File: src/verilog/sbce_defines.svh
`ifndef SBCE_DEFINES_SVH
`define SBCE_DEFINES_SVH

// Session opening byte and command bytes.
`define SBCE_BAUD_BYTE    8'h86
`define SBCE_CMD_RAM      8'h10
`define SBCE_CMD_SUM      8'h20
`define SBCE_CMD_INFO     8'h30
`define SBCE_CMD_ERASE    8'h40
`define SBCE_CMD_PROT     8'h60

// Acknowledge low nibbles and the fixed payload acknowledges.
`define SBCE_ACK_RXERR    4'h8
`define SBCE_ACK_BAD      4'h1
`define SBCE_ACK_OK       8'h10
`define SBCE_ACK_RAM_ERR  8'h18
`define SBCE_ACK_RAM_SUM  8'h11

// Last index of each phase; index 0 of a stream is the echoed command.
`define SBCE_HDR_LAST     6'h06
`define SBCE_SUM_LAST     6'h03
`define SBCE_INFO_LAST    6'h3E

// Product information fields.
`define SBCE_PW_ADDR      32'h0002FEF4
`define SBCE_RAM_START    32'h00001000
`define SBCE_URAM_END     32'h00003DFF
`define SBCE_RAM_END      32'h00003FFF
`define SBCE_FLASH_START  32'h00010000
`define SBCE_FLASH_END    32'h0002FFFF
`define SBCE_SECT_COUNT   16'h0020
`define SBCE_SECT_WORDS   32'h00000800
`define SBCE_SECT_RUN     8'h20

// Status word bit positions.
`define SBCE_ST_RD_OPEN   0
`define SBCE_ST_WR_OPEN   1
`define SBCE_ST_UNSECT    2

`endif

File: src/verilog/sbce_pkg.sv
package sbce_pkg;

  typedef enum logic [3:0] {
    SBCE_ST_BAUD = 4'b0000,
    SBCE_ST_CMD  = 4'b0001,
    SBCE_ST_HDR  = 4'b0010,
    SBCE_ST_DATA = 4'b0011,
    SBCE_ST_PCK  = 4'b0100,
    SBCE_ST_SEND = 4'b0101,
    SBCE_ST_RUN  = 4'b0110,
    SBCE_ST_HALT = 4'b0111
  } sbce_state_t;

  typedef enum logic [1:0] {
    SBCE_MD_ACK  = 2'b00,
    SBCE_MD_SUM  = 2'b01,
    SBCE_MD_INFO = 2'b10
  } sbce_mode_t;

  typedef struct packed {
    logic       err;
    logic [7:0] data;
  } sbce_rx_t;

  typedef struct packed {
    logic        we;
    logic [31:0] addr;
    logic [7:0]  data;
  } sbce_ram_wr_t;

endpackage
File: src/verilog/sbce_engine.sv
`include "sbce_defines.svh"

// Shift-register FIFO: the head always sits in word 0, so the read side is a flop.
module sbce_fifo #(
  parameter int WIDTH = 8,
  parameter int DEPTH = 8
) (
  input  wire logic             ref_clk,
  input  wire logic             rst_b,
  input  wire logic             in_valid,
  input  wire logic [WIDTH-1:0] in_data,
  output logic                  in_ready,
  output logic                  out_valid,
  output logic      [WIDTH-1:0] out_data,
  input  wire logic             out_ready
);
  localparam int CW = $clog2(DEPTH + 1);

  logic [WIDTH-1:0] mem_q [DEPTH];
  logic [CW-1:0]    cnt_q;
  logic [CW-1:0]    cnt_d;
  logic [CW-1:0]    wr_idx;
  logic             vld_q;
  logic             push;
  logic             pop;

  assign in_ready  = (cnt_q != CW'(DEPTH));
  assign out_valid = vld_q;
  assign out_data  = mem_q[0];
  assign push      = in_valid && in_ready;
  assign pop       = vld_q && out_ready;
  assign cnt_d     = cnt_q + CW'(push) - CW'(pop);
  assign wr_idx    = cnt_q - CW'(pop);

  always_ff @(posedge ref_clk or negedge rst_b) begin
    if (!rst_b) begin
      cnt_q <= '0;
      vld_q <= 1'b0;
    end else begin
      cnt_q <= cnt_d;
      vld_q <= (cnt_d != '0);
    end
  end

  always_ff @(posedge ref_clk or negedge rst_b) begin
    if (!rst_b) begin
      for (int i = 0; i < DEPTH; i++) begin
        mem_q[i] <= '0;
      end
    end else begin
      for (int i = 0; i < DEPTH; i++) begin
        if (push && wr_idx == CW'(i)) begin
          mem_q[i] <= in_data;
        end else if (pop && i < DEPTH - 1) begin
          mem_q[i] <= mem_q[i+1];
        end
      end
    end
  end
endmodule

module sbce_engine #(
  parameter logic [95:0] PART_ID = 96'h424F_4F54_5041_5254_2020_2020, // Arbitrary value.
  parameter int          FIFO_DEPTH = 8
) (
  input  wire logic                  ref_clk,
  input  wire logic                  rst_b,
  input  wire logic                  rx_valid,
  input  wire sbce_pkg::sbce_rx_t    rx_byte,
  input  wire logic                  baud_ok,
  input  wire logic [31:0]           sw_id,
  input  wire logic                  rd_open,
  input  wire logic                  wr_open,
  input  wire logic [15:0]           flash_sum,
  output logic                       tx_valid,
  output logic [7:0]                 tx_data,
  input  wire logic                  tx_ready,
  output sbce_pkg::sbce_ram_wr_t     ram_wr,
  output logic                       jump_valid,
  output logic [31:0]                jump_addr,
  output logic                       handoff_valid,
  output logic [7:0]                 handoff_cmd
);
  sbce_pkg::sbce_state_t  state_q;
  sbce_pkg::sbce_state_t  ret_q;
  sbce_pkg::sbce_mode_t   mode_q;
  sbce_pkg::sbce_ram_wr_t ram_q;
  logic [5:0]             idx_q;
  logic [7:0]             ack_q;
  logic [7:0]             acc_q;
  logic                   rxerr_q;
  logic [47:0]            hdr_q;
  logic [15:0]            off_q;
  logic [15:0]            sum_q;
  logic [3:0]             last_hi_q;
  logic                   jump_q;
  logic                   hand_q;
  logic [7:0]             hcmd_q;
  logic                   push;
  logic                   fifo_ready;
  logic                   send_last;
  logic [7:0]             emit;
  logic [7:0]             rx_sum;
  logic                   rx_bad;

  function automatic logic [7:0] le_byte(input logic [31:0] w, input logic [1:0] k);
    le_byte = w[8*k +: 8];
  endfunction

  // Product information data byte n, counted from the first data byte.
  function automatic logic [7:0] info_byte(input logic [5:0] n, input logic [31:0] id,
                                           input logic [15:0] st, input logic [95:0] part);
    logic [1:0] k;
    k = n[1:0];
    info_byte = 8'h00;
    if (n < 6'd4) begin
      info_byte = le_byte(id, k);
    end else if (n < 6'd16) begin
      info_byte = part[8*(6'd15 - n) +: 8];
    end else if (n < 6'd20) begin
      info_byte = le_byte(`SBCE_PW_ADDR, k);
    end else if (n < 6'd24) begin
      info_byte = le_byte(`SBCE_RAM_START, k);
    end else if (n < 6'd28) begin
      info_byte = le_byte(`SBCE_URAM_END, k);
    end else if (n < 6'd32) begin
      info_byte = le_byte(`SBCE_RAM_END, k);
    end else if (n < 6'd40) begin
      info_byte = 8'h00;
    end else if (n < 6'd42) begin
      info_byte = n[0] ? st[15:8] : st[7:0];
    end else if (n < 6'd46) begin
      info_byte = le_byte(`SBCE_FLASH_START, 2'(n - 6'd42));
    end else if (n < 6'd50) begin
      info_byte = le_byte(`SBCE_FLASH_END, 2'(n - 6'd46));
    end else if (n < 6'd52) begin
      info_byte = n[0] ? 8'(`SBCE_SECT_COUNT >> 8) : 8'(`SBCE_SECT_COUNT);
    end else if (n < 6'd56) begin
      info_byte = le_byte(`SBCE_FLASH_START, 2'(n - 6'd52));
    end else if (n < 6'd60) begin
      info_byte = le_byte(`SBCE_SECT_WORDS, 2'(n - 6'd56));
    end else begin
      info_byte = `SBCE_SECT_RUN;
    end
  endfunction

  logic [15:0] status_word;
  always_comb begin
    status_word = 16'h0000;
    status_word[`SBCE_ST_RD_OPEN] = rd_open;
    status_word[`SBCE_ST_WR_OPEN] = wr_open;
    status_word[`SBCE_ST_UNSECT]  = 1'b0;
  end

  assign rx_sum = acc_q + rx_byte.data;
  assign rx_bad = rxerr_q || rx_byte.err;
  assign push   = (state_q == sbce_pkg::SBCE_ST_SEND) && fifo_ready;

  always_comb begin
    send_last = 1'b0;
    emit      = ack_q;
    case (mode_q)
      sbce_pkg::SBCE_MD_SUM: begin
        send_last = (idx_q == `SBCE_SUM_LAST);
        if (idx_q == 6'd1) begin
          emit = sum_q[15:8];
        end else if (idx_q == 6'd2) begin
          emit = sum_q[7:0];
        end else if (send_last) begin
          emit = 8'h00 - acc_q;
        end
      end
      sbce_pkg::SBCE_MD_INFO: begin
        send_last = (idx_q == `SBCE_INFO_LAST);
        if (send_last) begin
          emit = 8'h00 - acc_q;
        end else if (idx_q != 6'd0) begin
          emit = info_byte(idx_q - 6'd1, sw_id, status_word, PART_ID);
        end
      end
      default: begin
        send_last = 1'b1;
      end
    endcase
  end

  // Main sequence: command decode, header, payload and response streaming.
  always_ff @(posedge ref_clk or negedge rst_b) begin
    if (!rst_b) begin
      state_q <= sbce_pkg::SBCE_ST_BAUD;
      ret_q   <= sbce_pkg::SBCE_ST_CMD;
      mode_q  <= sbce_pkg::SBCE_MD_ACK;
      idx_q   <= 6'h00;
      ack_q   <= 8'h00;
    end else begin
      case (state_q)
        sbce_pkg::SBCE_ST_BAUD: begin
          if (rx_valid) begin
            if (!rx_byte.err && rx_byte.data == `SBCE_BAUD_BYTE && baud_ok) begin
              ack_q   <= `SBCE_BAUD_BYTE;
              mode_q  <= sbce_pkg::SBCE_MD_ACK;
              ret_q   <= sbce_pkg::SBCE_ST_CMD;
              state_q <= sbce_pkg::SBCE_ST_SEND;
            end else begin
              state_q <= sbce_pkg::SBCE_ST_HALT;
            end
          end
        end
        sbce_pkg::SBCE_ST_CMD: begin
          if (rx_valid) begin
            mode_q  <= sbce_pkg::SBCE_MD_ACK;
            ret_q   <= sbce_pkg::SBCE_ST_CMD;
            state_q <= sbce_pkg::SBCE_ST_SEND;
            idx_q   <= 6'h00;
            ack_q   <= rx_byte.data;
            if (rx_byte.err) begin
              ack_q <= {last_hi_q, `SBCE_ACK_RXERR};
            end else begin
              case (rx_byte.data)
                `SBCE_CMD_RAM: ret_q <= sbce_pkg::SBCE_ST_HDR;
                `SBCE_CMD_SUM: mode_q <= sbce_pkg::SBCE_MD_SUM;
                `SBCE_CMD_INFO: mode_q <= sbce_pkg::SBCE_MD_INFO;
                `SBCE_CMD_ERASE, `SBCE_CMD_PROT: ret_q <= sbce_pkg::SBCE_ST_CMD;
                default: ack_q <= {last_hi_q, `SBCE_ACK_BAD};
              endcase
            end
          end
        end
        sbce_pkg::SBCE_ST_HDR: begin
          if (rx_valid) begin
            idx_q <= idx_q + 6'd1;
            if (idx_q == `SBCE_HDR_LAST) begin
              idx_q <= 6'h00;
              if (rx_bad || rx_sum != 8'h00) begin
                ack_q   <= rx_bad ? `SBCE_ACK_RAM_ERR : `SBCE_ACK_RAM_SUM;
                mode_q  <= sbce_pkg::SBCE_MD_ACK;
                ret_q   <= sbce_pkg::SBCE_ST_CMD;
                state_q <= sbce_pkg::SBCE_ST_SEND;
              end else if (hdr_q[15:0] == 16'h0000) begin
                state_q <= sbce_pkg::SBCE_ST_PCK;
              end else begin
                state_q <= sbce_pkg::SBCE_ST_DATA;
              end
            end
          end
        end
        sbce_pkg::SBCE_ST_DATA: begin
          if (rx_valid && off_q == hdr_q[15:0] - 16'd1) begin
            state_q <= sbce_pkg::SBCE_ST_PCK;
          end
        end
        sbce_pkg::SBCE_ST_PCK: begin
          if (rx_valid) begin
            mode_q  <= sbce_pkg::SBCE_MD_ACK;
            state_q <= sbce_pkg::SBCE_ST_SEND;
            ret_q   <= sbce_pkg::SBCE_ST_CMD;
            if (rx_bad) begin
              ack_q <= `SBCE_ACK_RAM_ERR;
            end else if (rx_sum != 8'h00) begin
              ack_q <= `SBCE_ACK_RAM_SUM;
            end else begin
              ack_q <= `SBCE_ACK_OK;
              ret_q <= sbce_pkg::SBCE_ST_RUN;
            end
          end
        end
        sbce_pkg::SBCE_ST_SEND: begin
          if (push) begin
            idx_q <= idx_q + 6'd1;
            if (send_last) begin
              idx_q   <= 6'h00;
              state_q <= ret_q;
            end
          end
        end
        sbce_pkg::SBCE_ST_RUN: state_q <= sbce_pkg::SBCE_ST_HALT;
        sbce_pkg::SBCE_ST_HALT: state_q <= sbce_pkg::SBCE_ST_HALT;
        default: state_q <= sbce_pkg::SBCE_ST_BAUD;
      endcase
    end
  end

  // Running byte sum and sticky receive error of the current phase.
  always_ff @(posedge ref_clk or negedge rst_b) begin
    if (!rst_b) begin
      acc_q   <= 8'h00;
      rxerr_q <= 1'b0;
    end else if (state_q == sbce_pkg::SBCE_ST_CMD) begin
      acc_q   <= 8'h00;
      rxerr_q <= 1'b0;
    end else if (state_q == sbce_pkg::SBCE_ST_HDR && rx_valid) begin
      acc_q   <= (idx_q == `SBCE_HDR_LAST) ? 8'h00 : rx_sum;
      rxerr_q <= (idx_q == `SBCE_HDR_LAST) ? 1'b0 : rx_bad;
    end else if (state_q == sbce_pkg::SBCE_ST_DATA && rx_valid) begin
      acc_q   <= rx_sum;
      rxerr_q <= rx_bad;
    end else if (push && idx_q != 6'd0 && !send_last) begin
      acc_q <= acc_q + emit;
    end
  end

  // Header fields, flash sum snapshot and the command nibble kept for acknowledges.
  always_ff @(posedge ref_clk or negedge rst_b) begin
    if (!rst_b) begin
      hdr_q     <= 48'h0;
      sum_q     <= 16'h0000;
      last_hi_q <= 4'h0;
      hand_q    <= 1'b0;
      hcmd_q    <= 8'h00;
    end else begin
      hand_q <= 1'b0;
      if (state_q == sbce_pkg::SBCE_ST_HDR && rx_valid && idx_q != `SBCE_HDR_LAST) begin
        hdr_q <= {hdr_q[39:0], rx_byte.data};
      end
      if (state_q == sbce_pkg::SBCE_ST_CMD && rx_valid && !rx_byte.err) begin
        case (rx_byte.data)
          `SBCE_CMD_RAM, `SBCE_CMD_SUM, `SBCE_CMD_INFO, `SBCE_CMD_ERASE, `SBCE_CMD_PROT: begin
            last_hi_q <= rx_byte.data[7:4];
            sum_q     <= flash_sum;
            hand_q    <= (rx_byte.data == `SBCE_CMD_ERASE) || (rx_byte.data == `SBCE_CMD_PROT);
            hcmd_q    <= rx_byte.data;
          end
          default: hand_q <= 1'b0;
        endcase
      end
    end
  end

  // RAM write port and jump request.
  always_ff @(posedge ref_clk or negedge rst_b) begin
    if (!rst_b) begin
      ram_q     <= '0;
      off_q     <= 16'h0000;
      jump_q    <= 1'b0;
      jump_addr <= 32'h0;
    end else begin
      ram_q.we <= 1'b0;
      jump_q   <= (state_q == sbce_pkg::SBCE_ST_RUN);
      if (state_q == sbce_pkg::SBCE_ST_HDR) begin
        off_q <= 16'h0000;
      end
      if (state_q == sbce_pkg::SBCE_ST_DATA && rx_valid) begin
        ram_q.we   <= 1'b1;
        ram_q.addr <= hdr_q[47:16] + {16'h0000, off_q};
        ram_q.data <= rx_byte.data;
        off_q      <= off_q + 16'd1;
      end
      if (state_q == sbce_pkg::SBCE_ST_RUN) begin
        jump_addr <= hdr_q[47:16];
      end
    end
  end

  assign ram_wr        = ram_q;
  assign jump_valid    = jump_q;
  assign handoff_valid = hand_q;
  assign handoff_cmd   = hcmd_q;

  sbce_fifo #(
    .WIDTH (8),
    .DEPTH (FIFO_DEPTH)
  ) u_tx_fifo (
    .ref_clk   (ref_clk),
    .rst_b     (rst_b),
    .in_valid  (state_q == sbce_pkg::SBCE_ST_SEND),
    .in_data   (emit),
    .in_ready  (fifo_ready),
    .out_valid (tx_valid),
    .out_data  (tx_data),
    .out_ready (tx_ready)
  );
endmodule

File: config.mk
export PLATFORM = sky130hd
export DESIGN_NAME = sbce_engine
export DESIGN_NICKNAME = d
export VERILOG_FILES = /design/src/verilog/sbce_pkg.sv /design/src/verilog/sbce_engine.sv
export VERILOG_INCLUDE_DIRS = /design/src /design/src/verilog
export SDC_FILE = /design/constraint.sdc
export NUM_CORES = 1
export LEC_CHECK = 0
export BUFFER_PORTS_ARGS = -buffer_cell sky130_fd_sc_hd__clkbuf_2
export CAP_MARGIN = 10
export CELL_PAD_IN_SITES_DETAIL_PLACEMENT = 1
export CELL_PAD_IN_SITES_GLOBAL_PLACEMENT = 1
export CORE_MARGIN = 2
export CORE_UTILIZATION = 46
export DETAILED_ROUTE_END_ITERATION = 16
export MAX_ROUTING_LAYER = met4
export PLACE_DENSITY_LB_ADDON = 0.1
export REMOVE_ABC_BUFFERS = 1
export SETUP_SLACK_MARGIN = 0.2
export SLEW_MARGIN = 0
export SYNTH_ARGS = -nofsm -noshare
export SYNTH_HDL_FRONTEND = slang
export SYNTH_SLANG_ARGS = --single-unit
export TNS_END_PERCENT = 1
File: constraint.sdc
create_clock -name ref_clk -period 6.7 [get_ports ref_clk]
set_clock_uncertainty 0.05 [all_clocks]
set_input_delay 0 -clock ref_clk [delete_from_list [all_inputs] [get_ports ref_clk]]
set_output_delay 0 -clock ref_clk [all_outputs]
set_load 0.01 [all_outputs]
==> Yosys cells after proc, flatten, opt, wreduce, memory -nomap -nowiden <==
Index checks and enable logic that the tools add are counted.
{ "word_totals": {"regBits": 269, "out_inout_bits": 92} }
{ "op_classes": {"addsub": 16, "order_cmp": 13, "n_eq_ne": 41, "shift": 10, "n_mux": 102, "n_reduce_logical": 50} }
{ "op_table": {"columns": ["op", "n"], "rows": [
  ["$mux 8", 46],
  ["$shiftx 32x6->8 const A", 8],
  ["$shiftx 96x33->8 const A", 1],
  ["$mux 4", 16],
  ["$lt 6x6->1 const B", 8],
  ["$mux 41", 1],
  ["$mux 6", 6],
  ["$add 32x16->32", 1],
  ["$eq 4x3->1 const B", 8],
  ["$mux 16", 2],
  ["$pmux 8 s4", 1],
  ["$shiftx 32x6->8", 1],
  ["$lt 6x5->1 const B", 4],
  ["$mux 2", 12],
  ["$pmux 4 s6", 1],
  ["$logic_and 1x1->1", 20],
  ["$ne 2x2->1 const B", 10],
  ["$pmux 6 s3", 1],
  ["$add 16x1->16 const B", 1],
  ["$add 8x8->8", 2],
  ["$eq 16x16->1", 1],
  ["$eq 4x2->1 const B", 4],
  ["$eq 8x6->1 const B", 2],
  ["$eq 8x7->1 const B", 2],
  ["44 further kinds", 73]
]} }

==> Depth between registers and ports, before layout <==
Gate-level depths: netlist of run 1.
{ "logic_depth": {"word_depth": 24, "ltp_mapped": 26, "mapped_depth_nobuf": 24} }

==> Cells and area by module <==
A second synthesis of run 1 with hierarchy kept.
{ "hier_totals": {"hier_cells": 1587, "area_unflattened_um2": 15305.9} }
{ "by_module_without_submodules": {"columns": ["mod", "instances", "cells_each", "area_each_um2"], "rows": [
  ["sbce_engine", 1, 1265, 11825.1],
  ["sbce_fifo", 1, 322, 3480.8]
]} }

==> Least setup slack after synthesis of run 1 <==
Ideal clock, no wire load.
{ "synth_timing": {"path_type": "register to register", "start": "register idx_q[0]", "end": "register acc_q[7]", "setup_time_ns": 0.076, "arrival_time_ns": 5.159, "path_slack_ns": 1.415, "stages_incl_launch_ff": 25, "n_path_buf": 2, "path_cell_list": "dfrtp_1 -> clkbuf_1 -> buf_1 -> inv_1 -> ha_1 -> nor3b_1 -> xor2_1 -> ha_1 -> nand2b_1 -> a2111oi_0 -> a41oi_1 -> o211ai_1 -> a31oi_1 -> o211ai_1 -> o21ai_1 -> inv_2 -> ha_1 -> a21o_1 -> a211oi_1 -> o21ai_0 -> o211ai_1 -> xnor2_1 -> nand2_1 -> mux2_1 -> o21ai_1"} }
{ "synth_via": {"elab_chain_len": 24, "word_cells_on_any_way": 67, "cone_classes": "add/sub: 7; order compare: 13; eq/ne: 5; shift: 10; mux: 27; reduce/logical: 5"} }
{ "synth_lines": {"columns": ["item", "line", "source"], "rows": [
  ["start: declaration", "sbce_engine.sv:88", "logic [5:0] idx_q;"],
  ["start signal: assignment", "sbce_engine.sv:231", "idx_q <= idx_q + 6'd1;"],
  ["start signal: assignment", "sbce_engine.sv:269", "idx_q <= idx_q + 6'd1;"],
  ["$sub 6x1->6", "sbce_engine.sv:178", "emit = info_byte(idx_q - 6'd1, sw_id, status_word, PART_ID);"],
  ["$sub 2x1->2", "sbce_engine.sv:139, sbce_engine.sv:141", null],
  ["$shiftx 32x6->8", "sbce_engine.sv:107", "le_byte = w[8*k +: 8];"],
  ["$mux 8", "sbce_engine.sv:140", "end else if (n < 6'd60) begin"],
  ["$mux 8", "sbce_engine.sv:138", "end else if (n < 6'd56) begin"],
  ["$mux 8", "sbce_engine.sv:136", "end else if (n < 6'd52) begin"],
  ["$mux 8", "sbce_engine.sv:134", "end else if (n < 6'd50) begin"],
  ["$mux 8", "sbce_engine.sv:132", "end else if (n < 6'd46) begin"],
  ["(+9 left out)", null, null],
  ["$mux 8", "sbce_engine.sv:175", "if (send_last) begin"],
  ["$pmux 8 s2 *", "sbce_engine.sv:162", "case (mode_q)"],
  ["named net emit[1]", "sbce_engine.sv:102", "logic [7:0] emit;"],
  ["$add 8x8->8 *", "sbce_engine.sv:298", "acc_q <= acc_q + emit;"],
  ["$mux 8 *", "sbce_engine.sv:297", "end else if (push && idx_q != 6'd0 && !send_last) begin"],
  ["$mux 8 *", "sbce_engine.sv:294", "end else if (state_q == sbce_pkg::SBCE_ST_DATA && rx_valid) begin"],
  ["$mux 8 *", "sbce_engine.sv:291", "end else if (state_q == sbce_pkg::SBCE_ST_HDR && rx_valid) begin"],
  ["$mux 8 *", "sbce_engine.sv:288", "end else if (state_q == sbce_pkg::SBCE_ST_CMD) begin"],
  ["end signal: assignment", "sbce_engine.sv:292", "acc_q <= (idx_q == `SBCE_HDR_LAST) ? 8'h00 : rx_sum;"],
  ["end signal: assignment", "sbce_engine.sv:295", "acc_q <= rx_sum;"],
  ["end signal: assignment", "sbce_engine.sv:298", null],
  ["end: declaration", "sbce_engine.sv:90", "logic [7:0] acc_q;"]
]} }
The timed path passes the listed nets; every way through them passes the cells marked *. The select of a mux whose other input is x is not followed.
A chain may end at the register's enable or synchronous reset.

==> Worst setup path in the final report of run 1 <==
{ "layout_timing": {"start": "register idx_q[1]", "end": "register acc_q[7]"} }
The elaborated chain is that of the path after synthesis.

==> impl_metrics.toml, run 1 <==
[die]
die_x_um = 185
num_io_pins = 156
core_sq_um = 32500
start_util_pct = 46.6
rows = 66
die_h_um = 185
die-area_sq_um = 34400

[final_layout]
antenna_cells = 0
layout.cells.non_filler = 2222
area_growth_syn_to_layout_pct = 16.7
final_core_util_pct = 54.4
drive_gt1_share_pct = 16.9
layout.nets = 1877
num-fill-cells = 3695

[sta]
hold_viol_final = 0
fmax_mhz = 171
rsz0062_at_grt = "no"
period_share_pct = 87.2
fin_ws_ns = 0.858
setup_viol_count_final = 0
min_period_ns = 5.84
drv_slew = 0
max-slew-margin-rel_pct = 24.0
tns_ns = 0
worst_pin_slew_ns = 1.14

[synth]
async_flop_share_pct = 100
yosys.area.top_type = "dfrtp_1"
synth_top_area_share_pct = 43.3
postSynthAreaPerCell_sq_um = 9.39
ys_seq_elements = 263
ys_types = 85
synth_area_sq_um = 15100
synth.area.top_cells = "dfrtp_1 43%, nand2_1 6.6%, mux2_1 4.6%"
syn_inst = 1612
synth_top_flop_cell = "dfrtp_1"
seq_area_frac_synth_pct = 43.5
synth_warnings = 0
synth_edf_count = 0

[clocking]
cts_tree = "done"
htree_levels = 1
cts_max_path_buffers = 3
clk_latency_ns = 0.59
cts.sink_count = 263
clock-root-buffer = "clkbuf_16"
clk_pin_slew_ns = 0.06
cts_made_buffers = 30

[power]
p_leak_nw = 8.57
irDropWorstVdd_mv = 0.236
pwr_density_cell_nw_per_um2 = 238

[detailed_routing]
ant_nets = 0
wl_per_cell_um = 19.8
num_vias = 12787
firstDrtPassIters = 5
drc = 0
finalWirelength_mm = 44.1
drt_iter0_drc = 734
viasPerCell = 5.75

[global_routing]
grt_usage_pct = 26.7
grt_pass1_wl_mm = 71.3
grt_antenna_before_repair = 0
grt_pass1_vias = 13101
overflow = 0
grt_max_degree = 116

[placed_design]
pre_cts_slack_ns = 0.737
dp_hpwl_mm = 30.5
placed_cells = 2139
gp_congestion = 0.908
io_buffers = 155

[run_status]
status = "completed"

[worst_setup_path]
path_class = "reg2reg"
timing.rr.start = "idx_q[1]$_DFFE_PN0P_"
r2r_cells = 22
cp_max_fo = 20
worst_ep_required_time_ns = 7.16
cp_data_arrival_time_ns = 6.31
reg2reg_slack_ns = 0.86
reg2reg_to = "acc_q[7]$_DFFE_PN0P_"
end_kind = "flip-flop"
critPathLaunchType = "flip-flop"

[worst_hold_path]
hp-class = "in2async"

[flow_run]
maxCapViolCount = 0
state kept, by name, indices dropped and copies added (netlist names):
signal               flops
off_q                   16
idx_q                    6
jump_addr               32
ack_q                    8
hdr_q                   48
rxerr_q                  1
handoff_valid            1
sum_q                   16
last_hi_q                4
u_tx_fifo.cnt_q          4
jump_valid               1
u_tx_fifo.mem_q         56
acc_q                    8
ret_q                    3
handoff_cmd              4
state_q                  3
u_tx_fifo.out_valid      1
mode_q                   2
u_tx_fifo.out_data       8
ram_wr                  41
metal layers:
| metal | vias up | wire length (um) | GRT usage (%) |
|---|---|---|---|
| li1 | 6088 | - | - |
| met1 | 6399 | 21500 | 38.2 |
| met2 | 242 | 20100 | 41.5 |
| met3 | 58 | 1820 | 2.73 |
| met4 | 0 | 683 | 5.30 |
| met5 | - | 0 | - |
worst max-delay path by stage:
stage / startpoint / to / slack [ns] / depth (start not counted)
2_1_floorplan: idx_q[0]$_DFFE_PN0P_ / acc_q[4]$_DFFE_PN0P_ / 0.77 / 8
3_3_place_gp: idx_q[1]$_DFFE_PN0P_ / acc_q[7]$_DFFE_PN0P_ / 0.92 / 22
3_5_place_dp: idx_q[1]$_DFFE_PN0P_ / acc_q[7]$_DFFE_PN0P_ / 0.74 / 22
4_1_cts: idx_q[1]$_DFFE_PN0P_ / acc_q[7]$_DFFE_PN0P_ / 0.74 / 22
5_1_grt: idx_q[1]$_DFFE_PN0P_ / acc_q[7]$_DFFE_PN0P_ / 0.23 / 22
6_report: idx_q[1]$_DFFE_PN0P_ / acc_q[7]$_DFFE_PN0P_ / 0.86 / 22
Yosys cell counts (5+ instances only):
master       n
nand4_1     14
and4_1       7
o2111ai_1    5
nor2b_1     13
o31ai_1     16
nand3_1     50
or3_1        8
o21bai_1     5
a211oi_1    38
o21ai_0     41
nor3b_1      9
nor2_1      57
mux2_2      34
o21a_1       6
a211o_1      6
and3_1      15
nand2_1    267
a2111oi_0    5
o31a_1       5
inv_1       40
buf_4        8
nand2b_1    11
mux2_1      62
ha_1        53
dfrtp_1    262
xor2_1      39
a21oi_1     80
o21ai_1    104
a31oi_1     15
nor3_1      22
a22oi_1      7
inv_2        9
nor4_1      20
xnor2_1     32
clkbuf_1    77
and2_1      33
mux2i_1     18
or4_1        6
mux4_2       8
o211ai_1    10
o22ai_1      6
a21o_1      14
cells by family (layout without fill, tap and decap cells):
logic type      count (synthesis)  count (layout)  synth area share (%)
simple gates                  556             556                  17.6
flops                         263             263                  43.5
xor+xnor                       71              71                  4.11
buf+inv                       141             309                  3.76
fa+ha+maj                      57              57                  4.91
mux                           122             122                  9.52
compound gates                402             402                  16.6
per-stage QoR:
stage / hold WS [ns] / total power, mW / area (sq um)
after CTS: 0.0651 / 4.25 / 17700
final: 0.0182 / 4.21 / 17700
after detailed placement: 0.0981 / 2.46 / 16300
after global routing: 0.106 / 4.41 / 17700
after global placement: 0.0929 / 2.43 / 16300
after floorplan: -0.346 / 2.21 / 14800
layout make-up:
type	count	area, sq um	share of cell area [%]
Clock buffer	47	935	5.29
Timing Repair Buffer	203	1210	6.87
Multi-Input combinational cell	1208	8050	45.5
Clock inverter	9	151	0.857
Sequential cell	263	6580	37.3
Tap cell	442	553	3.13
Inverter	50	188	1.06
worst max-delay path: stages, from the launching register on:
cell and delay [ns]:
dfrtp_1 0.58, inv_1 0.25, ha_1 0.49, nor3b_1 0.28, xor2_1 0.47, ha_1 0.34
nand2b_1 0.23, a2111oi_2 0.10, a41oi_1 0.21, o211ai_1 0.11, a31oi_1 0.27, o211ai_1 0.10
o21ai_1 0.44, inv_2 0.11, ha_1 0.30, a21o_1 0.18, a211oi_1 0.33, o21ai_0 0.15
o211ai_1 0.14, xnor2_1 0.16, nand2_1 0.07, mux2_1 0.30, o21ai_1 0.12
cells in the final DEF, fill, tap and decap left out, types with 20 or more instances in the layout:
cell / instances
a211oi_1: 38
a21oi_1: 80
and2_1: 33
buf_4: 21
clkbuf_16: 30
clkbuf_2: 154
dfrtp_1: 262
dlygate4sd3_1: 27
ha_1: 53
inv_1: 40
mux2_1: 62
mux2_2: 34
nand2_1: 266
nand3_1: 49
nor2_1: 56
nor3_1: 20
o21ai_0: 41
o21ai_1: 104
xnor2_1: 32
xor2_1: 39
power by group:
part | internal, mW | leakage, nW | switching (mW)
sequential | 1.65 | 3.57 | 0.0941
clock | 1.07 | 0.532 | 0.682
combinational | 0.284 | 4.48 | 0.430
what timing repair did:
item,in CTS,in global routing
buffers inserted,0,0
setup endpoints to repair,0,1
endpoints found under the hold margin,161,0
gates resized for setup,0,2
hold buffers,27,0
Power figures use the tool's default switching activity.
==> run 2, diff against run 1 <==
--- a/config.mk
+++ b/config.mk
@@ -11,7 +11,7 @@
 export CELL_PAD_IN_SITES_DETAIL_PLACEMENT = 1
 export CELL_PAD_IN_SITES_GLOBAL_PLACEMENT = 1
 export CORE_MARGIN = 2
-export CORE_UTILIZATION = 46
+export CORE_UTILIZATION = 50
 export DETAILED_ROUTE_END_ITERATION = 16
 export MAX_ROUTING_LAYER = met4
 export PLACE_DENSITY_LB_ADDON = 0.1
==> constraint.sdc (replaced) <==
create_clock -name ref_clk -period 7.2 [get_ports ref_clk]
set_clock_uncertainty 0.05 [all_clocks]
set_input_delay 0 -clock ref_clk [delete_from_list [all_inputs] [get_ports ref_clk]]
set_output_delay 0 -clock ref_clk [all_outputs]
set_load 0.01 [all_outputs]
==> impl_metrics.toml, run 2 (same netlist as run 1, synthesis figures left out) <==
[worst_setup_path]
end_kind = "flip-flop"
startpoint = "idx_q[1]$_DFFE_PN0P_"
critical_path.max_stage_delay_ns = 0.83
worstSetupEndpoint = "acc_q[7]$_DFFE_PN0P_"
cp_data_arrival_time_ns = 6.45
timing.rr.start = "idx_q[1]$_DFFE_PN0P_"
critPathLaunchType = "flip-flop"
cp_max_fo = 20
reg2reg_slack_ns = 1.20
path_class = "reg2reg"
r2r_cells = 22
crit_path_top_delay_cell = "a2111oi_0"
path_cells = "inv_1 -> ha_1 -> nor3b_1 -> xor2_1 -> ha_1 -> nand2b_1 -> a2111oi_0 -> a41oi_1 -> o211ai_1 -> a31oi_1 -> o211ai_1 -> o21ai_1 -> inv_2 -> ha_1 -> a21o_1 -> a211oi_1 -> o21ai_0 -> o211ai_1 -> xnor2_1 -> nand2_1 -> mux2_1 -> o21ai_1"
reg2reg_to = "acc_q[7]$_DFFE_PN0P_"
worst_ep_required_time_ns = 7.65

[sta]
min_period_ns = 6.00
rsz0062_at_grt = "no"
drv_slew = 0
fmax_mhz = 167
worst_pin_slew_ns = 1.15
max-slew-margin-rel_pct = 23.4
tns_ns = 0
fin_hold_ws_ns = -0.0215
period_share_pct = 83.3
setup_viol_count_final = 0
hold_viol_final = 10
fin_ws_ns = 1.20

[final_layout]
largest-register = "u_tx_fifo.mem_q"
final_common_cell = "nand2_1"
area_growth_syn_to_layout_pct = 15.8
most-common-layout-cells = "266 x nand2_1, 262 x dfrtp_1, 154 x clkbuf_2, 104 x o21ai_1, 80 x a21oi_1"
layout.nets = 1868
final_core_util_pct = 59.0
antenna_cells = 0
drive_gt1_share_pct = 16.4
stdcell_area_sq_um = 17500
largest_reg_flops = 56

[run_status]
status = "finished with violations"
violations = "hold timing"

[clocking]
cts_max_path_buffers = 3
cts_made_buffers = 29
cts_resized = 0
post_cts_buffers = 0
clk_pin_slew_ns = 0.07
htree_levels = 1
cts_tree = "done"
clock-root-buffer = "clkbuf_16"
clk_latency_ns = 0.57
cts.sink_count = 263

[die]
rows = 63
die-area_sq_um = 31700
die_x_um = 178
num_io_pins = 156
core_sq_um = 29700
die_h_um = 178
start_util_pct = 50.9

[detailed_routing]
drc = 0
wl_per_cell_um = 21.5
finalWirelength_mm = 46.3
ant_nets = 0
drt_iter0_drc = 981
num_vias = 13070
viasPerCell = 6.05
firstDrtPassIters = 5

[placed_design]
pre_cts_slack_ns = 1.24
dp_hpwl_mm = 30.9
io_buffers = 155
placed_cell_area_sq_um = 16200
gp_congestion = 0.882

[worst_hold_path]
hp-class = "in2async"

[power]
power.total_mw = 3.92
irDropWorstVdd_mv = 0.170
pwr_density_cell_nw_per_um2 = 224
p_leak_nw = 8.51

[flow_run]
maxCapViolCount = 0

[global_routing]
grt_max_degree = 171
grt_usage_pct = 30.2
overflow = 0
grt_antenna_before_repair = 0
grt_pass1_wl_mm = 74.0
grt_pass1_vias = 13578
==> run 2: cell count changes in the layout (fill, tap and decap cells not counted) <==
cell / delta
buf_4: -9
clkinvlp_4: +3
buf_12: +1
clkbuf_1: -2
inv_8: +1
clkbuf_8: -6
clkbuf_16: -1
inv_16: +1
bufinv_16: +2
a2111oi_0: +1
a2111oi_2: -1
clkinv_16: -1
==> run 2: report_power, final <==
part	total (mW)	switching, mW	internal (mW)
Sequential	1.62	0.0891	1.53
Clock	1.63	0.644	0.986
Combinational	0.668	0.404	0.264
==> run 2: cell type report <==
type                    instances  area [sq um]
inverters                      50           188
flip-flops and latches        263          6580
multi-input cells            1208          8040
repair buffers                195          1170
well taps                     390           488
fillers                      3364         12200
clock buffers                  38           820
clock inverters                15           235
==> run 2: metrics by stage <==
| step | std cells | hold slack (ns) |
|---|---|---|
| 6_report | 2159 | -0.0215 |
| 3_5_place_dp | 2079 | 0.0265 |
| 4_1_cts | 2159 | 0.00576 |
| 2_1_floorplan | 1521 | -0.346 |
| 5_1_grt | 2159 | 0.0371 |
| 3_3_place_gp | 2079 | 0.0226 |
==> run 2: layer usage <==
| metal | wire, um | up-vias | share of wire [%] | GRT usage, % |
|---|---|---|---|---|
| met2 | 22000 | 320 | 47 | 48.6 |
| met1 | 21300 | 6625 | 46 | 41.3 |
| met5 | 0 | - | 0 | - |
| li1 | - | 6065 | - | - |
| met4 | 764 | 0 | 1.6 | 6.15 |
| met3 | 2290 | 60 | 4.9 | 3.96 |
==> run 2: repair_timing <==
action	4_1_cts	5_1_grt
endpoints found under the setup margin	0	0
hold endpoints to repair	141	0
hold buffers	27	0
==> run 2: critical path, delay by kind of cell (launching register included) <==
kind            cells  cell delay [ns]
compound gates     11             2.62
fa+ha+maj           3             1.03
flops               1             0.58
simple gates        3             0.57
buf+inv             2             0.39
xor+xnor            2             0.39
mux                 1             0.29
==> run 2: worst min-delay path by stage <==
stage          slack [ns]                   endpoint
4_1_cts             0.006     ram_wr[34]$_DFFE_PN0P_
6_report            -0.02     ram_wr[34]$_DFFE_PN0P_
3_5_place_dp         0.03  jump_addr[27]$_DFFE_PN0P_
5_1_grt              0.04     ram_wr[27]$_DFFE_PN0P_
3_3_place_gp         0.02  jump_addr[27]$_DFFE_PN0P_
2_1_floorplan       -0.35       acc_q[0]$_DFFE_PN0P_
==> run 3, diff against run 2 <==
--- a/config.mk
+++ b/config.mk
@@ -6,12 +6,13 @@
 export SDC_FILE = /design/constraint.sdc
 export NUM_CORES = 1
 export LEC_CHECK = 0
+export ABC_AREA = 1
 export BUFFER_PORTS_ARGS = -buffer_cell sky130_fd_sc_hd__clkbuf_2
 export CAP_MARGIN = 10
 export CELL_PAD_IN_SITES_DETAIL_PLACEMENT = 1
 export CELL_PAD_IN_SITES_GLOBAL_PLACEMENT = 1
 export CORE_MARGIN = 2
-export CORE_UTILIZATION = 50
+export CORE_UTILIZATION = 44
 export DETAILED_ROUTE_END_ITERATION = 16
 export MAX_ROUTING_LAYER = met4
 export PLACE_DENSITY_LB_ADDON = 0.1
==> constraint.sdc (replaced) <==
create_clock -name ref_clk -period 5.6 [get_ports ref_clk]
set_clock_uncertainty 0.05 [all_clocks]
set_input_delay 0 -clock ref_clk [delete_from_list [all_inputs] [get_ports ref_clk]]
set_output_delay 0 -clock ref_clk [all_outputs]
set_load 0.01 [all_outputs]
==> impl_metrics.toml, run 3 <==
[final_layout]
final_common_cell = "nand2_1"
num-fill-cells = 4347
regArea_sq_um = 6580
most-common-layout-cells = "542 x nand2_1, 262 x dfrtp_1, 210 x inv_1, 180 x nor2_1, 176 x o21ai_0"
multi_input_area_sq_um = 7430
drive_gt1_share_pct = 13.5
largest-register = "u_tx_fifo.mem_q"
antenna_cells = 0
layout.nets = 2273
area_growth_syn_to_layout_pct = 16.5
largest_reg_flops = 56

[clocking]
cts_made_buffers = 30
cts.sink_count = 263
clk_latency_ns = 0.58
cts_tree = "done"
clk_pin_slew_ns = 0.06
clock-root-buffer = "clkbuf_16"
cts_max_path_buffers = 3
htree_levels = 1

[worst_setup_path]
critPathLaunchType = "flip-flop"
cp_max_fo = 9
worst_ep_required_time_ns = 6.01
critical_path.max_stage_delay_ns = 0.37
cp_data_arrival_time_ns = 5.20
crit_top_cell = "nand2_1"
end_kind = "flip-flop"
path_class = "reg2reg"
crit_path_top_delay_cell = "dfrtp_1"

[sta]
max-slew-margin-rel_pct = 33.0
hold_viol_final = 0
period_share_pct = 85.5
rsz0062_at_grt = "no"
drv_slew = 0
min_period_ns = 4.79
tns_ns = 0
fmax_mhz = 209
worst_pin_slew_ns = 1.00
fin_hold_ws_ns = 0.0824
setup_viol_count_final = 0

[detailed_routing]
drc = 0
viasPerCell = 5.29
firstDrtPassIters = 5
wl_per_cell_um = 17.8
finalWirelength_mm = 46.9
num_vias = 13912
ant_nets = 0
drt_iter0_drc = 666

[global_routing]
grt_pass1_wl_mm = 76.7
grt_max_degree = 126
grt_usage_pct = 27.2
grt_antenna_before_repair = 0
overflow = 0
grt_pass1_vias = 14455

[power]
pwr_density_cell_nw_per_um2 = 516
p_leak_nw = 8.88
irDropWorstVdd_mv = 0.297

[synth]
synth_warnings = 0
yosys.area.top_type = "dfrtp_1"
synth_area_sq_um = 15200
syn_inst = 1988
synth_top_flop_cell = "dfrtp_1"
seq_area_frac_synth_pct = 43.3
synth_edf_count = 0
async_flop_share_pct = 100
synth.area.top_cells = "dfrtp_1 43%, nand2_1 13%, o21ai_0 5.8%"
synth_common_cells = "542 x nand2_1, 262 x dfrtp_1, 212 x inv_1"
ys_types = 63
ys_seq_elements = 263
yosysMostFrequentCell = "nand2_1"
postSynthAreaPerCell_sq_um = 7.64
synth_top_area_share_pct = 43.2

[die]
num_io_pins = 156
die_x_um = 190
rows = 68
core_sq_um = 34300
die-area_sq_um = 36000
die_h_um = 190
start_util_pct = 44.3

[placed_design]
io_buffers = 155
dp_hpwl_mm = 34.6
gp_congestion = 0.946

[flow_run]
maxCapViolCount = 0

[run_status]
status = "completed"

[worst_hold_path]
hp-class = "in2async"
==> run 3: area by class of cell <==
| class | count | share of cell area [%] |
|---|---|---|
| clock inverter | 9 | 0.728 |
| multi-input combinational | 1423 | 42.0 |
| inverter | 230 | 4.88 |
| clock buffer | 47 | 5.11 |
| timing repair buffer | 204 | 6.91 |
| tap | 455 | 3.22 |
| sequential | 263 | 37.2 |
==> run 3: worst paths after layout <==
| check | endpoint | depth (start not counted) | startpoint | slack [ns] |
|---|---|---|---|---|
| worst min-delay path | ram_wr[19]$_DFFE_PN0P_ | 2 | rst_b | 0.08 |
| worst max-delay path | acc_q[7]$_DFFE_PN0P_ | 39 | idx_q[0]$_DFFE_PN0P_ | 0.81 |
| max in group asynchronous | sum_q[2]$_DFFE_PN0P_ | 3 | rst_b | 4.02 |
| min in group ref_clk | sum_q[9]$_DFFE_PN0P_ | 4 | flash_sum[9] | 0.12 |
| worst max register to register | acc_q[7]$_DFFE_PN0P_ | 39 | idx_q[0]$_DFFE_PN0P_ | 0.81 |
| worst min register to register | sum_q[1]$_DFFE_PN0P_ | 2 | sum_q[1]$_DFFE_PN0P_ | 0.43 |
==> run 3: timing repair <==
action,4_1_cts,5_1_grt
endpoints found under the setup margin,0,1
gates resized for setup,0,1
hold endpoints to repair,169,0
buffers inserted,0,0
hold buffers,28,0
==> run 3: metal layers <==
layer	share of wire (%)	GRT usage (%)	up-vias
li1	-	-	6789
met1	47	36.1	6771
met2	47	44.9	286
met3	3.5	2.62	66
met4	2.4	6.56	0
met5	0	-	-
==> run 3: cell families (layout without fill, tap and decap cells) <==
kind of cell,after synthesis,count (layout),share of synthesized area [%]
adder cells (fa/ha/maj),57,57,4.89
flip-flops,263,263,43.3
XOR/XNOR,61,61,3.66
buffers and inverters,302,490,7.86
AND/OR/NAND/NOR,896,896,24.8
AO/OA/AOI/OAI,406,406,15.3
multiplexers,3,3,0.198
==> run 3: report_power, final <==
| group | switching, mW | total (mW) | internal [mW] | leakage (nW) |
|---|---|---|---|---|
| combinational | 2.43 | 3.82 | 1.39 | 5.05 |
| clock | 0.834 | 2.04 | 1.20 | 0.500 |
| sequential | 0.634 | 3.28 | 2.65 | 3.33 |
==> run 3: worst max-delay path, delay by kind of cell (launching register included) <==
kind / cells / cell delay [ns]
buffers and inverters: 3 / 0.53
AO/OA/AOI/OAI: 2 / 0.42
AND/OR/NAND/NOR: 30 / 2.27
XOR/XNOR: 1 / 0.25
flip-flops: 1 / 0.37
adder cells (fa/ha/maj): 3 / 0.82
==> run 3: per-stage QoR <==
step / power [mW] / setup slack, ns / instance area [sq um] / util (%) / instances
finish: 9.14 / 0.810 / 17700 / 51.6 / 2631
global route: 9.90 / 0.221 / 17700 / 51.6 / 2631
CTS: 9.22 / 0.734 / 17700 / 51.6 / 2631
detailed placement: 7.10 / 0.760 / 16400 / 47.8 / 2547
global placement: 6.94 / 0.915 / 16400 / 47.8 / 2547
floorplan: 5.71 / 0.929 / 14900 / - / 1916
